==> src/rtl/mpm_pkg.sv <==
// Purpose: Shared constants and types of the multiphase DPWM phase manager
// Assumes: 32-bit AHB-Lite register bus, one 200 MHz clock
// Notes: Register byte offsets live here
package mpm_pkg;
  localparam int CLK_MHZ = 200;
  localparam int SLOT_US = 200;
  localparam int SLOT_CYCLES = SLOT_US * CLK_MHZ;
  localparam logic [7:0] OFS_CTRL = 8'h00;
  localparam logic [7:0] OFS_PERIOD = 8'h04;
  localparam logic [7:0] OFS_ALLOC = 8'h08;
  localparam logic [7:0] OFS_SYNC = 8'h0C;
  localparam logic [7:0] OFS_LLCFG = 8'h10;
  localparam logic [7:0] OFS_LLLIM = 8'h14;
  localparam logic [7:0] OFS_FLIM = 8'h18;
  localparam logic [7:0] OFS_TRIP = 8'h1C;
  localparam logic [7:0] OFS_CAL0 = 8'h20;
  localparam logic [7:0] OFS_IOUT = 8'h30;
  localparam logic [7:0] OFS_STATUS = 8'h34;
  localparam logic [15:0] RST_PERIOD = 16'h00C8;
  localparam logic [15:0] RST_GAIN = 16'h1000;
  localparam logic [7:0] RST_SYNC_OUT = 8'hFF;
  localparam int CAL_SHIFT = 12;
  localparam int FILT_SHIFT = 2;
  localparam logic [16:0] SPREAD_3_13 = 17'h03B14;
  localparam logic [16:0] THIRD = 17'h05556;
  typedef enum logic [1:0] {
    AD_IDLE = 2'b00,
    AD_START = 2'b01,
    AD_WAIT = 2'b11
  } mpm_adc_state_t;
  typedef enum logic {
    LD_NORMAL = 1'b0,
    LD_SHED = 1'b1
  } mpm_load_state_t;
  typedef struct packed {
    logic mapped;
    logic rail;
    logic [1:0] idx;
  } mpm_stage_map_t;
  typedef struct packed {
    logic start;
    logic [1:0] chan;
  } mpm_adc_req_t;
endpackage

==> src/rtl/mpm_dpwm_phase_manager.sv <==
// Purpose: Multi-rail multiphase DPWM engine with sync, shedding and current monitor
// Assumes: AHB-Lite slave, shared external 12-bit converter, inputs synchronous
// Notes: Four stages on at most two rails; compensator supplies duty words
//
// What this block does
// Threshold is duty times period, compared to counter
// Drive rises at shifted period start, falls at threshold
// One or two rails, up to four stages
// Host avoids 1:3 and empty first rail
// Host assigns stages in fixed order
// Second rail lags by 3/13 faster period
// Stages in a rail spread period over count
// Sync rising edge resets following rail counters
// Sync word upper byte picks sync output stage
// Sync word lower byte is rail follow mask
// Sync lock drops rail offset until soft reset
// Shed stages when averaged current below low limit
// Light-load coefficients selected on shedding entry
// Restore all stages above high limit
// Normal coefficients restored on leaving light load
// One rail per 200 us sampling slot
// First-order smoothing, about 3.5 samples
// Only averaged currents meet fault thresholds
// Averaged current outside limits declares fault
// Per-channel gain and offset calibration
// Readback returns rail sum of averages
// One shared converter steps through inputs
// Comparator disabled when trip level zero
// Light-load bank used below light-load limit
// Fast trip kills rail drives and rectifiers
// Hysteretic shed and restore per rail
`timescale 1ns/100ps
`default_nettype none
module mpm_dpwm_phase_manager
  import mpm_pkg::*;
#(
  parameter int SLOT_LEN = SLOT_CYCLES,
  parameter int PW = 16
) (
  // Clock and reset
  input wire logic sys_clk,
  input wire logic rst_n,
  // AHB-Lite slave
  input wire logic hsel,
  input wire logic [31:0] haddr,
  input wire logic [1:0] htrans,
  input wire logic hwrite,
  input wire logic [2:0] hsize,
  input wire logic [31:0] hwdata,
  input wire logic hready,
  output logic hreadyout,
  output logic hresp,
  output logic [31:0] hrdata,
  // Compensator
  input wire logic [1:0][15:0] compDuty,
  output logic [1:0] lightCoefSel,
  // Stage drives
  output logic first_stage_drive,
  output logic second_stage_drive,
  output logic third_stage_drive,
  output logic fourth_stage_drive,
  output logic [3:0] rectifier_enable_out,
  // Sync pins
  input wire logic syncIn,
  output logic syncOut,
  // Shared converter
  output mpm_pkg::mpm_adc_req_t adcReq,
  input wire logic adcDone,
  input wire logic [11:0] adcData,
  // Fast comparators on stages 1A, 2A, 3A
  output logic [2:0][5:0] comparator_trip_level,
  output logic [2:0] cmpEnable,
  input wire logic [2:0] cmpTrip
);
  import mpm_pkg::*;

  function automatic logic [PW-1:0] scale(input logic [PW-1:0] p, input logic [16:0] f);
    logic [PW+16:0] prod;
    prod = p * f;
    scale = prod[PW+15:16];
  endfunction

  // Offset of stage idx within a rail of n stages
  function automatic logic [PW-1:0] phaseOfs(input logic [PW-1:0] p, input logic [2:0] n,
                                              input logic [1:0] idx);
    logic [PW-1:0] step;
    step = '0;
    case (n)
      3'd2: step = p >> 1;
      3'd3: step = scale(p, THIRD);
      3'd4: step = p >> 2;
      default: step = '0;
    endcase
    phaseOfs = PW'(step * idx);
  endfunction

  ////////////////////////////////////////////////////////////////////////////
  // Registers
  logic ctrlShut;
  logic [1:0][PW-1:0] period;
  logic [2:0] nRail1;
  logic [1:0] nRail2;
  logic [15:0] syncCfg;
  logic [1:0] shedEn;
  logic coefEn;
  logic [1:0][1:0] shedCnt;
  logic [15:0] llLow, llHigh, ucLim, ocLim;
  logic [2:0][5:0] tripLvl;
  logic [3:0][15:0] calGain, calOfs;
  logic [1:0] ocFlt, ucFlt, fastFlt;
  logic syncLocked;
  logic [3:0][15:0] avgCur;
  logic [1:0][16:0] railSum;
  mpm_load_state_t [1:0] loadSt;

  logic dpValid, dpWrite;
  logic [7:0] dpAddr;
  logic wrEn;
  logic [31:0] wd;
  logic softReset;
  logic [1:0] next_ocFlt, next_ucFlt, next_fastFlt;

  always_ff @(posedge sys_clk or negedge rst_n) begin
    if (!rst_n) begin
      dpValid <= 1'b0;
      dpWrite <= 1'b0;
      dpAddr <= '0;
    end else if (hready) begin
      dpValid <= hsel & htrans[1];
      dpWrite <= hwrite;
      dpAddr <= haddr[7:0];
    end
  end

  assign wrEn = dpValid & dpWrite;
  assign wd = hwdata;
  assign softReset = wrEn && dpAddr == OFS_CTRL && wd[0];

  // Single-word accesses only: byte lanes are not decoded
  always_ff @(posedge sys_clk or negedge rst_n) begin
    if (!rst_n) begin
      ctrlShut <= 1'b0;
      period <= {RST_PERIOD, RST_PERIOD};
      nRail1 <= 3'd1;
      nRail2 <= 2'd0;
      syncCfg <= {RST_SYNC_OUT, 8'h00};
      shedEn <= '0;
      coefEn <= 1'b0;
      shedCnt <= '0;
      llLow <= '0;
      llHigh <= '0;
      ucLim <= '0;
      ocLim <= 16'hFFFF;
      tripLvl <= '0;
      calGain <= {4{RST_GAIN}};
      calOfs <= '0;
    end else if (wrEn) begin
      if (dpAddr == OFS_CTRL) begin
        ctrlShut <= wd[1];
      end else if (dpAddr == OFS_PERIOD) begin
        period <= {wd[31:16], wd[15:0]};
      end else if (dpAddr == OFS_ALLOC) begin
        nRail1 <= wd[2:0];
        nRail2 <= wd[5:4];
      end else if (dpAddr == OFS_SYNC) begin
        syncCfg <= wd[15:0];
      end else if (dpAddr == OFS_LLCFG) begin
        shedEn <= wd[1:0];
        coefEn <= wd[2];
        shedCnt <= {wd[7:6], wd[5:4]};
      end else if (dpAddr == OFS_LLLIM) begin
        llLow <= wd[15:0];
        llHigh <= wd[31:16];
      end else if (dpAddr == OFS_FLIM) begin
        ucLim <= wd[15:0];
        ocLim <= wd[31:16];
      end else if (dpAddr == OFS_TRIP) begin
        tripLvl <= {wd[21:16], wd[13:8], wd[5:0]};
      end else if (dpAddr[7:4] == OFS_CAL0[7:4]) begin
        calGain[dpAddr[3:2]] <= wd[15:0];
        calOfs[dpAddr[3:2]] <= wd[31:16];
      end
    end
  end

  logic [7:0] ra;
  assign ra = haddr[7:0];

  always_ff @(posedge sys_clk or negedge rst_n) begin
    if (!rst_n) begin
      hrdata <= '0;
      hreadyout <= 1'b0;
      hresp <= 1'b0;
    end else begin
      hreadyout <= 1'b1;
      hresp <= 1'b0;
      if (hready && hsel && htrans[1] && !hwrite) begin
        if (ra == OFS_CTRL) begin
          hrdata <= {30'h0, ctrlShut, 1'b0};
        end else if (ra == OFS_PERIOD) begin
          hrdata <= {period[1], period[0]};
        end else if (ra == OFS_ALLOC) begin
          hrdata <= {26'h0, nRail2, 1'b0, nRail1};
        end else if (ra == OFS_SYNC) begin
          hrdata <= {16'h0, syncCfg};
        end else if (ra == OFS_LLCFG) begin
          hrdata <= {24'h0, shedCnt, 1'b0, coefEn, shedEn};
        end else if (ra == OFS_LLLIM) begin
          hrdata <= {llHigh, llLow};
        end else if (ra == OFS_FLIM) begin
          hrdata <= {ocLim, ucLim};
        end else if (ra == OFS_TRIP) begin
          hrdata <= {10'h0, tripLvl[2], 2'b0, tripLvl[1], 2'b0, tripLvl[0]};
        end else if (ra[7:4] == OFS_CAL0[7:4]) begin
          hrdata <= {calOfs[ra[3:2]], calGain[ra[3:2]]};
        end else if (ra == OFS_IOUT) begin
          // Saturate the 17-bit sums into the 16-bit readback fields
          hrdata <= {railSum[1][16] ? 16'hFFFF : railSum[1][15:0],
                     railSum[0][16] ? 16'hFFFF : railSum[0][15:0]};
        end else if (ra == OFS_STATUS) begin
          hrdata <= {23'h0, syncLocked, loadSt[1], loadSt[0], fastFlt, ucFlt, ocFlt};
        end else begin
          hrdata <= '0;
        end
      end
    end
  end

  ////////////////////////////////////////////////////////////////////////////
  // Stage allocation
  mpm_stage_map_t [3:0] smap;
  logic [1:0][2:0] nStages;

  always_comb begin
    nStages[0] = nRail1;
    nStages[1] = {1'b0, nRail2};
    smap[0] = '{mapped: nRail1 != 3'd0, rail: 1'b0, idx: 2'd0};
    smap[1] = '{mapped: nRail1 >= 3'd2, rail: 1'b0, idx: 2'd1};
    if (nRail2 != 2'd0) begin
      smap[2] = '{mapped: 1'b1, rail: 1'b1, idx: 2'd0};
    end else begin
      smap[2] = '{mapped: nRail1 >= 3'd3, rail: 1'b0, idx: 2'd2};
    end
    if (nRail2 == 2'd2) begin
      smap[3] = '{mapped: 1'b1, rail: 1'b1, idx: 2'd1};
    end else if (nRail1 == 3'd4) begin
      smap[3] = '{mapped: 1'b1, rail: 1'b0, idx: 2'd3};
    end else begin
      // 3:1 puts the third first-rail stage on 3A
      smap[3] = '{mapped: nRail1 == 3'd3 && nRail2 == 2'd1, rail: 1'b0, idx: 2'd2};
    end
  end

  ////////////////////////////////////////////////////////////////////////////
  // Period counters and sync
  logic [1:0][PW-1:0] cnt;
  logic syncPrev;
  logic syncRise;
  logic [1:0] followSync;

  assign syncRise = syncIn & ~syncPrev;
  assign followSync = syncCfg[1:0];

  always_ff @(posedge sys_clk or negedge rst_n) begin
    if (!rst_n) begin
      syncPrev <= 1'b0;
    end else begin
      syncPrev <= syncIn;
    end
  end

  always_ff @(posedge sys_clk or negedge rst_n) begin
    if (!rst_n) begin
      cnt <= '0;
    end else begin
      for (int r = 0; r < 2; r++) begin
        if (syncRise && followSync[r]) begin
          cnt[r] <= '0;
        end else if (cnt[r] >= period[r] - PW'(1)) begin
          cnt[r] <= '0;
        end else begin
          cnt[r] <= cnt[r] + PW'(1);
        end
      end
    end
  end

  always_ff @(posedge sys_clk or negedge rst_n) begin
    if (!rst_n) begin
      syncLocked <= 1'b0;
    end else if (syncRise && (followSync != 2'b00)) begin
      syncLocked <= 1'b1;
    end else if (softReset) begin
      syncLocked <= 1'b0;
    end
  end

  ////////////////////////////////////////////////////////////////////////////
  // Pulse generation
  logic [PW-1:0] fastPeriod, railOfs;
  logic [1:0][PW-1:0] thresh;
  logic [1:0] railKill;
  logic [3:0] next_drive;
  logic [3:0] stageOn;

  always_comb begin
    fastPeriod = (period[1] < period[0]) ? period[1] : period[0];
    railOfs = (nRail2 != 2'd0 && !syncLocked) ? scale(fastPeriod, SPREAD_3_13) : '0;
    for (int r = 0; r < 2; r++) begin
      thresh[r] = scale(period[r], {1'b0, compDuty[r]});
      railKill[r] = fastFlt[r] | (ctrlShut & (ocFlt[r] | ucFlt[r]));
    end
    for (int s = 0; s < 4; s++) begin
      logic [PW+1:0] lc;
      logic [PW+1:0] p;
      logic r;
      r = smap[s].rail;
      p = {2'b0, period[r]};
      lc = {2'b0, cnt[r]} + (p << 1)
           - {2'b0, phaseOfs(period[r], nStages[r], smap[s].idx)}
           - (r ? {2'b0, railOfs} : '0);
      if (lc >= p) begin
        lc = lc - p;
      end
      if (lc >= p) begin
        lc = lc - p;
      end
      stageOn[s] = smap[s].mapped && !railKill[r]
                   && !(loadSt[r] == LD_SHED
                        && {1'b0, smap[s].idx} >= nStages[r] - {1'b0, shedCnt[r]});
      next_drive[s] = stageOn[s] && (lc < {2'b0, thresh[r]});
    end
  end

  always_ff @(posedge sys_clk or negedge rst_n) begin
    if (!rst_n) begin
      first_stage_drive <= 1'b0;
      second_stage_drive <= 1'b0;
      third_stage_drive <= 1'b0;
      fourth_stage_drive <= 1'b0;
      rectifier_enable_out <= '0;
      syncOut <= 1'b0;
    end else begin
      first_stage_drive <= next_drive[0];
      second_stage_drive <= next_drive[1];
      third_stage_drive <= next_drive[2];
      fourth_stage_drive <= next_drive[3];
      rectifier_enable_out <= stageOn & ~next_drive;
      syncOut <= (syncCfg[15:8] < 8'd4) ? next_drive[syncCfg[9:8]] : 1'b0;
    end
  end

  ////////////////////////////////////////////////////////////////////////////
  // Fast comparators; a zero level means the comparator is off
  logic [1:0] tripRail;

  always_comb begin
    tripRail = '0;
    if (cmpEnable[0] && cmpTrip[0] && smap[0].mapped) tripRail[smap[0].rail] = 1'b1;
    if (cmpEnable[1] && cmpTrip[1] && smap[2].mapped) tripRail[smap[2].rail] = 1'b1;
    if (cmpEnable[2] && cmpTrip[2] && smap[3].mapped) tripRail[smap[3].rail] = 1'b1;
  end

  always_ff @(posedge sys_clk or negedge rst_n) begin
    if (!rst_n) begin
      comparator_trip_level <= '0;
      cmpEnable <= '0;
    end else begin
      comparator_trip_level <= tripLvl;
      for (int c = 0; c < 3; c++) begin
        cmpEnable[c] <= tripLvl[c] != 6'd0;
      end
    end
  end

  ////////////////////////////////////////////////////////////////////////////
  // Current sampling: one rail per slot, converter shared by all inputs
  logic [31:0] slotCnt;
  logic slotRail;
  logic [1:0] curStage;
  mpm_adc_state_t adSt;
  logic slotTick;
  logic slotDone;
  logic [16:0] calCur;
  logic [27:0] gained;
  logic [17:0] diff;

  assign slotTick = slotCnt == 32'(SLOT_LEN - 1);
  assign gained = adcData * calGain[curStage];
  assign calCur = 17'(gained[27:CAL_SHIFT]) + {{1{calOfs[curStage][15]}}, calOfs[curStage]};
  assign diff = {1'b0, (calCur[16] ? 17'h0 : calCur)} - {2'b0, avgCur[curStage]};

  always_ff @(posedge sys_clk or negedge rst_n) begin
    if (!rst_n) begin
      slotCnt <= '0;
      slotRail <= 1'b0;
    end else if (slotTick) begin
      slotCnt <= '0;
      slotRail <= (nRail2 != 2'd0) ? ~slotRail : 1'b0;
    end else begin
      slotCnt <= slotCnt + 32'd1;
    end
  end

  always_ff @(posedge sys_clk or negedge rst_n) begin
    if (!rst_n) begin
      adSt <= AD_IDLE;
      curStage <= '0;
      adcReq <= '0;
      avgCur <= '0;
      slotDone <= 1'b0;
    end else begin
      adcReq.start <= 1'b0;
      slotDone <= 1'b0;
      case (adSt)
        AD_IDLE: begin
          if (slotTick) begin
            curStage <= '0;
            adSt <= AD_START;
          end
        end
        AD_START: begin
          if (smap[curStage].mapped && smap[curStage].rail == slotRail) begin
            adcReq.start <= 1'b1;
            adcReq.chan <= curStage;
            adSt <= AD_WAIT;
          end else if (curStage == 2'd3) begin
            slotDone <= 1'b1;
            adSt <= AD_IDLE;
          end else begin
            curStage <= curStage + 2'd1;
          end
        end
        AD_WAIT: begin
          if (adcDone) begin
            // Gain of 1/4 per sample gives a lag close to 3.5 samples
            avgCur[curStage] <= 16'(avgCur[curStage] + 16'($signed(diff) >>> FILT_SHIFT));
            if (curStage == 2'd3) begin
              slotDone <= 1'b1;
              adSt <= AD_IDLE;
            end else begin
              curStage <= curStage + 2'd1;
              adSt <= AD_START;
            end
          end
        end
        default: adSt <= AD_IDLE;
      endcase
    end
  end

  always_comb begin
    railSum = '0;
    for (int s = 0; s < 4; s++) begin
      if (smap[s].mapped) railSum[smap[s].rail] = railSum[smap[s].rail] + 17'(avgCur[s]);
    end
  end

  ////////////////////////////////////////////////////////////////////////////
  // Faults and light-load state
  always_comb begin
    next_ocFlt = ocFlt;
    next_ucFlt = ucFlt;
    next_fastFlt = fastFlt;
    if (wrEn && dpAddr == OFS_STATUS) begin
      next_ocFlt = ocFlt & ~wd[1:0];
      next_ucFlt = ucFlt & ~wd[3:2];
      next_fastFlt = fastFlt & ~wd[5:4];
    end
    for (int r = 0; r < 2; r++) begin
      if (slotDone && slotRail == r && nStages[r] != 3'd0) begin
        if (railSum[r] > {1'b0, ocLim}) next_ocFlt[r] = 1'b1;
        if (railSum[r] < {1'b0, ucLim}) next_ucFlt[r] = 1'b1;
      end
      if (tripRail[r]) next_fastFlt[r] = 1'b1;
    end
  end

  always_ff @(posedge sys_clk or negedge rst_n) begin
    if (!rst_n) begin
      ocFlt <= '0;
      ucFlt <= '0;
      fastFlt <= '0;
    end else begin
      ocFlt <= next_ocFlt;
      ucFlt <= next_ucFlt;
      fastFlt <= next_fastFlt;
    end
  end

  always_ff @(posedge sys_clk or negedge rst_n) begin
    if (!rst_n) begin
      loadSt <= {LD_NORMAL, LD_NORMAL};
      lightCoefSel <= '0;
    end else begin
      for (int r = 0; r < 2; r++) begin
        case (loadSt[r])
          LD_NORMAL: begin
            if (shedEn[r] && slotDone && slotRail == r && railSum[r] < {1'b0, llLow}) begin
              loadSt[r] <= LD_SHED;
            end
          end
          LD_SHED: begin
            if (!shedEn[r] || (slotDone && slotRail == r && railSum[r] > {1'b0, llHigh})) begin
              loadSt[r] <= LD_NORMAL;
            end
          end
          default: loadSt[r] <= LD_NORMAL;
        endcase
        lightCoefSel[r] <= coefEn && loadSt[r] == LD_SHED;
      end
    end
  end
endmodule
`default_nettype wire

==> config.mk <==
export PLATFORM = sky130hd
export DESIGN_NAME = mpm_dpwm_phase_manager
export DESIGN_NICKNAME = d
export VERILOG_FILES = /design/src/rtl/mpm_pkg.sv /design/src/rtl/mpm_dpwm_phase_manager.sv
export SDC_FILE = /design/constraint.sdc
export NUM_CORES = 2
export LEC_CHECK = 0
export BUFFER_PORTS_ARGS = -buffer_cell sky130_fd_sc_hd__clkbuf_2
export CAP_MARGIN = 20
export CORE_MARGIN = 4
export CORE_UTILIZATION = 40
export DETAILED_ROUTE_END_ITERATION = 12
export PLACE_DENSITY = 0.58
export SLEW_MARGIN = 0
export SYNTH_ARGS = -nofsm -noshare
export SYNTH_HDL_FRONTEND = slang
export SYNTH_SLANG_ARGS = --single-unit
export TNS_END_PERCENT = 10
==> constraint.sdc <==
create_clock -name sys_clk -period 23.8 [get_ports sys_clk]
set_input_delay 4.76 -clock sys_clk [delete_from_list [all_inputs] [get_ports sys_clk]]
set_output_delay 4.76 -clock sys_clk [all_outputs]
set_load 0.01 [all_outputs]
# Word level (Yosys, flattened, before mapping)
# Cells that the tools add are included.
# W data, S select, Z words.
[totals]
reg_bits = 493
input_bits = 123
out_inout_bits = 69
wordCells = 451
[op_classes]
addsub = 31
n_mul = 9
order_cmp = 40
eq_ne = 39
muxes = 147
bitwise_logic = 31
reduce_logical = 92
[op_table]
columns = ["operator", "n"]
rows = [
  ["$mux W16", 28],
  ["$mux W32", 11],
  ["$sub A18 B16 Y18", 11],
  ["$bwmux W64", 3],
  ["$bmux W16 S2", 5],
  ["$ge A18 B16 Y1", 8],
  ["$mux W18", 8],
  ["$pmux W15 S3", 3],
  ["$mux W17", 7],
  ["$mul A16 B14 Y30 const B", 3],
  ["$lt A18 B16 Y1", 4],
  ["$bwmux W34", 2],
  ["$gt A17 B16 Y1", 4],
  ["$lt A17 B16 Y1", 4],
  ["$mux W34", 2],
  ["$demux W16 S2", 2],
  ["$eq A8 B5 Y1 const B", 8],
  ["$mul A16 B16 Y32", 2],
  ["$add A16 B17 Y18", 3],
  ["$logic_and A1 B1 Y1", 52],
  ["$add A17 B16 Y17", 3],
  ["$mux W14", 3],
  ["$sub A18 B14 Y18", 2],
  ["$demux W17 S1", 2],
  ["67 further kinds", 209],
]

# Longest topological paths before layout
[depth]
ltp_word = 25
ltp_mapped = 91
depth_no_buf = 83

# Worst setup path before layout
# OpenSTA, ideal clock, no wires.
[synth_timing]
kind = "flip-flop to flip-flop"
start = "register nRail2[1]"
end = "register syncOut"
t_arrival_ns = 17.650
t_required_ns = 23.704
setup_slack_ns = 6.055
path_stages_with_launch = 90
synth_period_minus_slack_ns = 17.745
path_cell_list = "dfrtp_1 > nor2b_1 > buf_2 > clkbuf_1 > clkbuf_1 > buf_1 > nor2_1 > a21oi_1 > inv_1 > ha_1 > ha_1 > inv_1 > fa_1 > inv_1 > fa_1 > fa_1 > inv_1 > fa_1 > (+54 left out) > a221o_1 > or2_1 > nor2_1 > clkbuf_1 > nand2_1 > o31ai_1 > ha_1 > a21o_1 > a21o_1 > a21oi_1 > nor2b_1 > o21ai_0 > nand2_1 > a221oi_1 > o21ai_0 > a2111oi_4 > a211oi_1 > a311oi_2"
[synth_between]
elab_chain_cells = 18
elab_cells_between_ends = 90
[synth_lines]
columns = ["element", "line_no", "text"]
rows = [
  ["start: declaration", "mpm_dpwm_phase_manager.sv:102", "logic [1:0] nRail2;"],
  ["start signal: assignment", "mpm_dpwm_phase_manager.sv:164", "nRail2 <= wd[5:4];"],
  ["$eq A2 B2 Y1", "mpm_dpwm_phase_manager.sv:244", "if (nRail2 == 2'd2) begin"],
  ["$mux W4", "mpm_dpwm_phase_manager.sv:244", ""],
  ["$mux W16 (not written as such) or $mux W3 (tied branches) (2 in series)", "mpm_dpwm_phase_manager.sv:318, mpm_dpwm_phase_manager.sv:320, mpm_dpwm_phase_manager.sv:330", ""],
  ["$mul A16 B14 Y30 (tied with other cells)", "mpm_dpwm_phase_manager.sv:79", "prod = p * f;"],
  ["$pmux W15 S3", "mpm_dpwm_phase_manager.sv:88", "case (n)"],
  ["$mul A16 B2 Y16", "mpm_dpwm_phase_manager.sv:94", "phaseOfs = PW'(step * idx);"],
  ["$sub A18 B16 Y18", "mpm_dpwm_phase_manager.sv:320", "- {2'b0, phaseOfs(period[r], nStages[r], smap[s].idx)}"],
  ["$sub A18 B14 Y18", "mpm_dpwm_phase_manager.sv:321", "- (r ? {2'b0, railOfs} : '0);"],
  ["(+2 left out)", "-", ""],
  ["$sub A18 B16 Y18 or $ge A18 B16 Y1 (tied branches)", "mpm_dpwm_phase_manager.sv:326, mpm_dpwm_phase_manager.sv:325", ""],
  ["$mux W18", "mpm_dpwm_phase_manager.sv:325", "if (lc >= p) begin"],
  ["$lt A18 B16 Y1", "mpm_dpwm_phase_manager.sv:331", "next_drive[s] = stageOn[s] && (lc < {2'b0, thresh[r]});"],
  ["$logic_and A1 B1 Y1 *", "mpm_dpwm_phase_manager.sv:331", ""],
  ["via next_drive[3]", "mpm_dpwm_phase_manager.sv:303", "logic [3:0] next_drive;"],
  ["$bmux W1 S2 *", "mpm_dpwm_phase_manager.sv:349", "syncOut <= (syncCfg[15:8] < 8'd4) ? next_drive[syncCfg[9:8]] : 1'b0;"],
  ["$mux W1 (not written as such) *", "mpm_dpwm_phase_manager.sv:349", ""],
  ["$mux W1 *", "mpm_dpwm_phase_manager.sv:349", ""],
  ["end signal: assignment", "mpm_dpwm_phase_manager.sv:349", ""],
  ["end: declaration", "mpm_dpwm_phase_manager.sv:65", "output logic syncOut,"],
]
# The timed path passes the listed nets; every way through them passes the cells marked *. The select of a mux whose other input is x is not followed.
# A chain may end at the register's enable or synchronous reset.

# Worst setup path after layout
[layout_timing]
start = "register nRail2[0]"
end = "register syncOut"
# The elaborated chain is that of the path after synthesis.

==> results_dict.tcl <==
set metrics [dict create \
    min_path_type "reg -> reg" \
    drive_gt1_share_pct 10.2 \
    port-buffer-count 162 \
    gp_congestion 0.981 \
    cp-end-kind "flop" \
    synth_seq_area_share_pct 14.9 \
    synth.area.top_cells "fa_1 (21%), ha_1 (18%), dfrtp_1 (14%)" \
    cp-start-kind "flop" \
    cpPeakStageDelay_ns 0.80 \
    yosysWarnings 0 \
    yosys.area.top_type "fa_1" \
    synthArstFlopShare_pct 100 \
    final_common_cell "inv_1" \
    cts_resized 0 \
    hold_buffers 0 \
    finalCritPeriodShare_pct 89.9 \
    final_core_util_pct 43.3 \
    overflow 0 \
    critPathRequiredTime_ns 24.36 \
    ioPinCount 192 \
    avgSynthCellArea_um2 9.01 \
    clock_skew_ns 0.0847 \
    synth_edf_count 0 \
    h-tree-depth 2 \
    netlist_area_um2 83100 \
    final.setup.tns_ns 0 \
    cts_buffer_depth 3 \
    cts_made_buffers 56 \
    layout_common_cells "inv_1 (1,375), ha_1 (1,219), nand2_1 (958)" \
    area_growth_pct 7.79 \
    final_hold_viol_count 0 \
    place_inst 11943 \
    fin_cells 12055 \
    path_max_fanout 69 \
    cts_tree "done" \
    reg2reg_slack_ns 2.41 \
    die_w_um 464 \
    drcViolationCount 0 \
    ant_nets 0 \
    final_nets 11500 \
    vias 67888 \
    synthFlopType "dfrtp_1" \
    path_delay_family "compound AO/OA/AOI/OAI gates" \
    rows 167 \
    postCtsSetupBuffers 0 \
    finalSetupViolations 0 \
    fin_crit_ns 21.39 \
    report.final.slew_viol_count 0 \
    yosysUniqueCellTypes 100 \
    worst_pin_slew_ns 1.18 \
    first_iter_violations 4874 \
    vias_per_cell 5.63 \
    arrival_ns 21.94 \
    grt_pass1_vias 69854 \
    dp_hpwl_um 220000 \
    die_area_um2 215000 \
    cap_violations 0 \
    root_buffer "clkbuf_16" \
    cts_sinks 493 \
    detailedPlace.worstSlack_ns 2.58 \
    path_clk_slew_ns 0.07 \
    rsz0062_at_grt "false" \
    grt_pass1_wl_um 419000 \
    synth_cells 9224 \
    drt_wl_total_um 273000 \
    max_slew_margin_pct 19.5 \
    yosysTopAreaCellShare_pct 20.7 \
    setup_ws_ns 2.41 \
    antenna_found_initial 14 \
    first_pass_iters 8 \
    criticalPathCategory "reg -> reg" \
    initial_core_util_pct 40.2 \
    status "complete, no violations" \
    routedWlPerCell_um 22.6 \
    fmax_ghz 0.0468 \
    die_h_um 464 \
    grt_max_degree 97 \
    grt.total_usage_pct 25.0 \
    core_area_um2 207000 \
    cp_num_buf_inv 10 \
    crit_slowest_cell "nor2_1" \
    synth_seq_cells 493 \
    insertion_delay_ns 0.72 \
]
==> metrics by stage <==
step | area [um^2] | hold WS [ns]
finish | 89600 | 0.466
global route | 89600 | 0.485
CTS | 89600 | 0.469
detailed placement | 87500 | 0.453
global placement | 87500 | 0.446
floorplan | 83100 | 0.389
==> kinds of logic after synthesis <==
kind of cell | count (synthesis) | share of synthesized area [%]
other | 2 | 0.00903
multiplexers | 518 | 7.95
AND/OR/NAND/NOR | 2377 | 13.3
XOR/XNOR | 440 | 4.65
buffers and inverters | 1698 | 7.68
AO/OA/AOI/OAI | 1617 | 12.4
adder cells (fa/ha/maj) | 2079 | 39.0
flip-flops | 493 | 14.9
==> area by class of cell <==
type                            instances  area (um^2)
Fill cell                           20365       117000
Multi-Input combinational cell       7034        64400
Sequential cell                       493        12400
Inverter                             1377         5170
Tap cell                             2704         3380
Timing Repair Buffer                  337         2150
Clock buffer                           78         1610
Clock inverter                         28          468
Antenna cell                            4         10.0
==> synth_stat cells, drive strengths merged (32+ instances only) <==
master,number
a211oi,49
a21o,192
a21oi,428
a221oi,35
a22oi,32
a31oi,52
and2,267
and3,61
buf,64
clkbuf,257
dfrtp,458
dfstp,35
fa,859
ha,1219
inv,1376
mux2,336
mux2i,102
mux4,80
nand2,958
nand2b,75
nand3,129
nand4,75
nor2,493
nor2b,79
nor3,107
nor4,33
o211ai,45
o21a,98
o21ai,415
o21bai,37
xnor2,295
xor2,144
==> path summary, 6_finish.rpt <==
kind / startpoint / to / cells after the start
max: nRail2[0] / syncOut / 78
min: tripLvl[3] / comparator_trip_level[3] / 0
max reg2reg: nRail2[0] / syncOut / 78
min reg2reg: tripLvl[3] / comparator_trip_level[3] / 0
max in group asynchronous: rst_n / avgCur[63] / 4
min in group asynchronous: rst_n / calGain[37] / 1
==> flip-flops by register name, summed over array words and instances, names as in the netlist, 18 cells and up <==
signal / count
avgCur: 64
calGain: 64
calOfs: 64
cnt: 32
comparator_trip_level: 18
hrdata: 32
period: 32
slotCnt: 32
tripLvl: 18
==> worst register-to-register path: cells and delay by family, from the launching register on <==
kind	cells	cell delay, ns
AO/OA/AOI/OAI	29	7.41
adder cells (fa/ha/maj)	14	5.33
AND/OR/NAND/NOR	20	4.45
buffers and inverters	10	2.23
XOR/XNOR	5	1.42
flip-flops	1	0.40
==> routing by layer <==
metal	up-vias	GRT usage (%)	share of wire [%]	wire length, um
met5	-	0	0.016	43
met4	6	10.5	4.9	13400
met3	520	2.62	5.5	15100
met2	1999	42.0	47	128000
met1	34148	32.9	43	116000
li1	31215	-	-	-
Power is not shown: default switching activity piles up to over one toggle a cycle in this logic, so the estimate is an artifact.
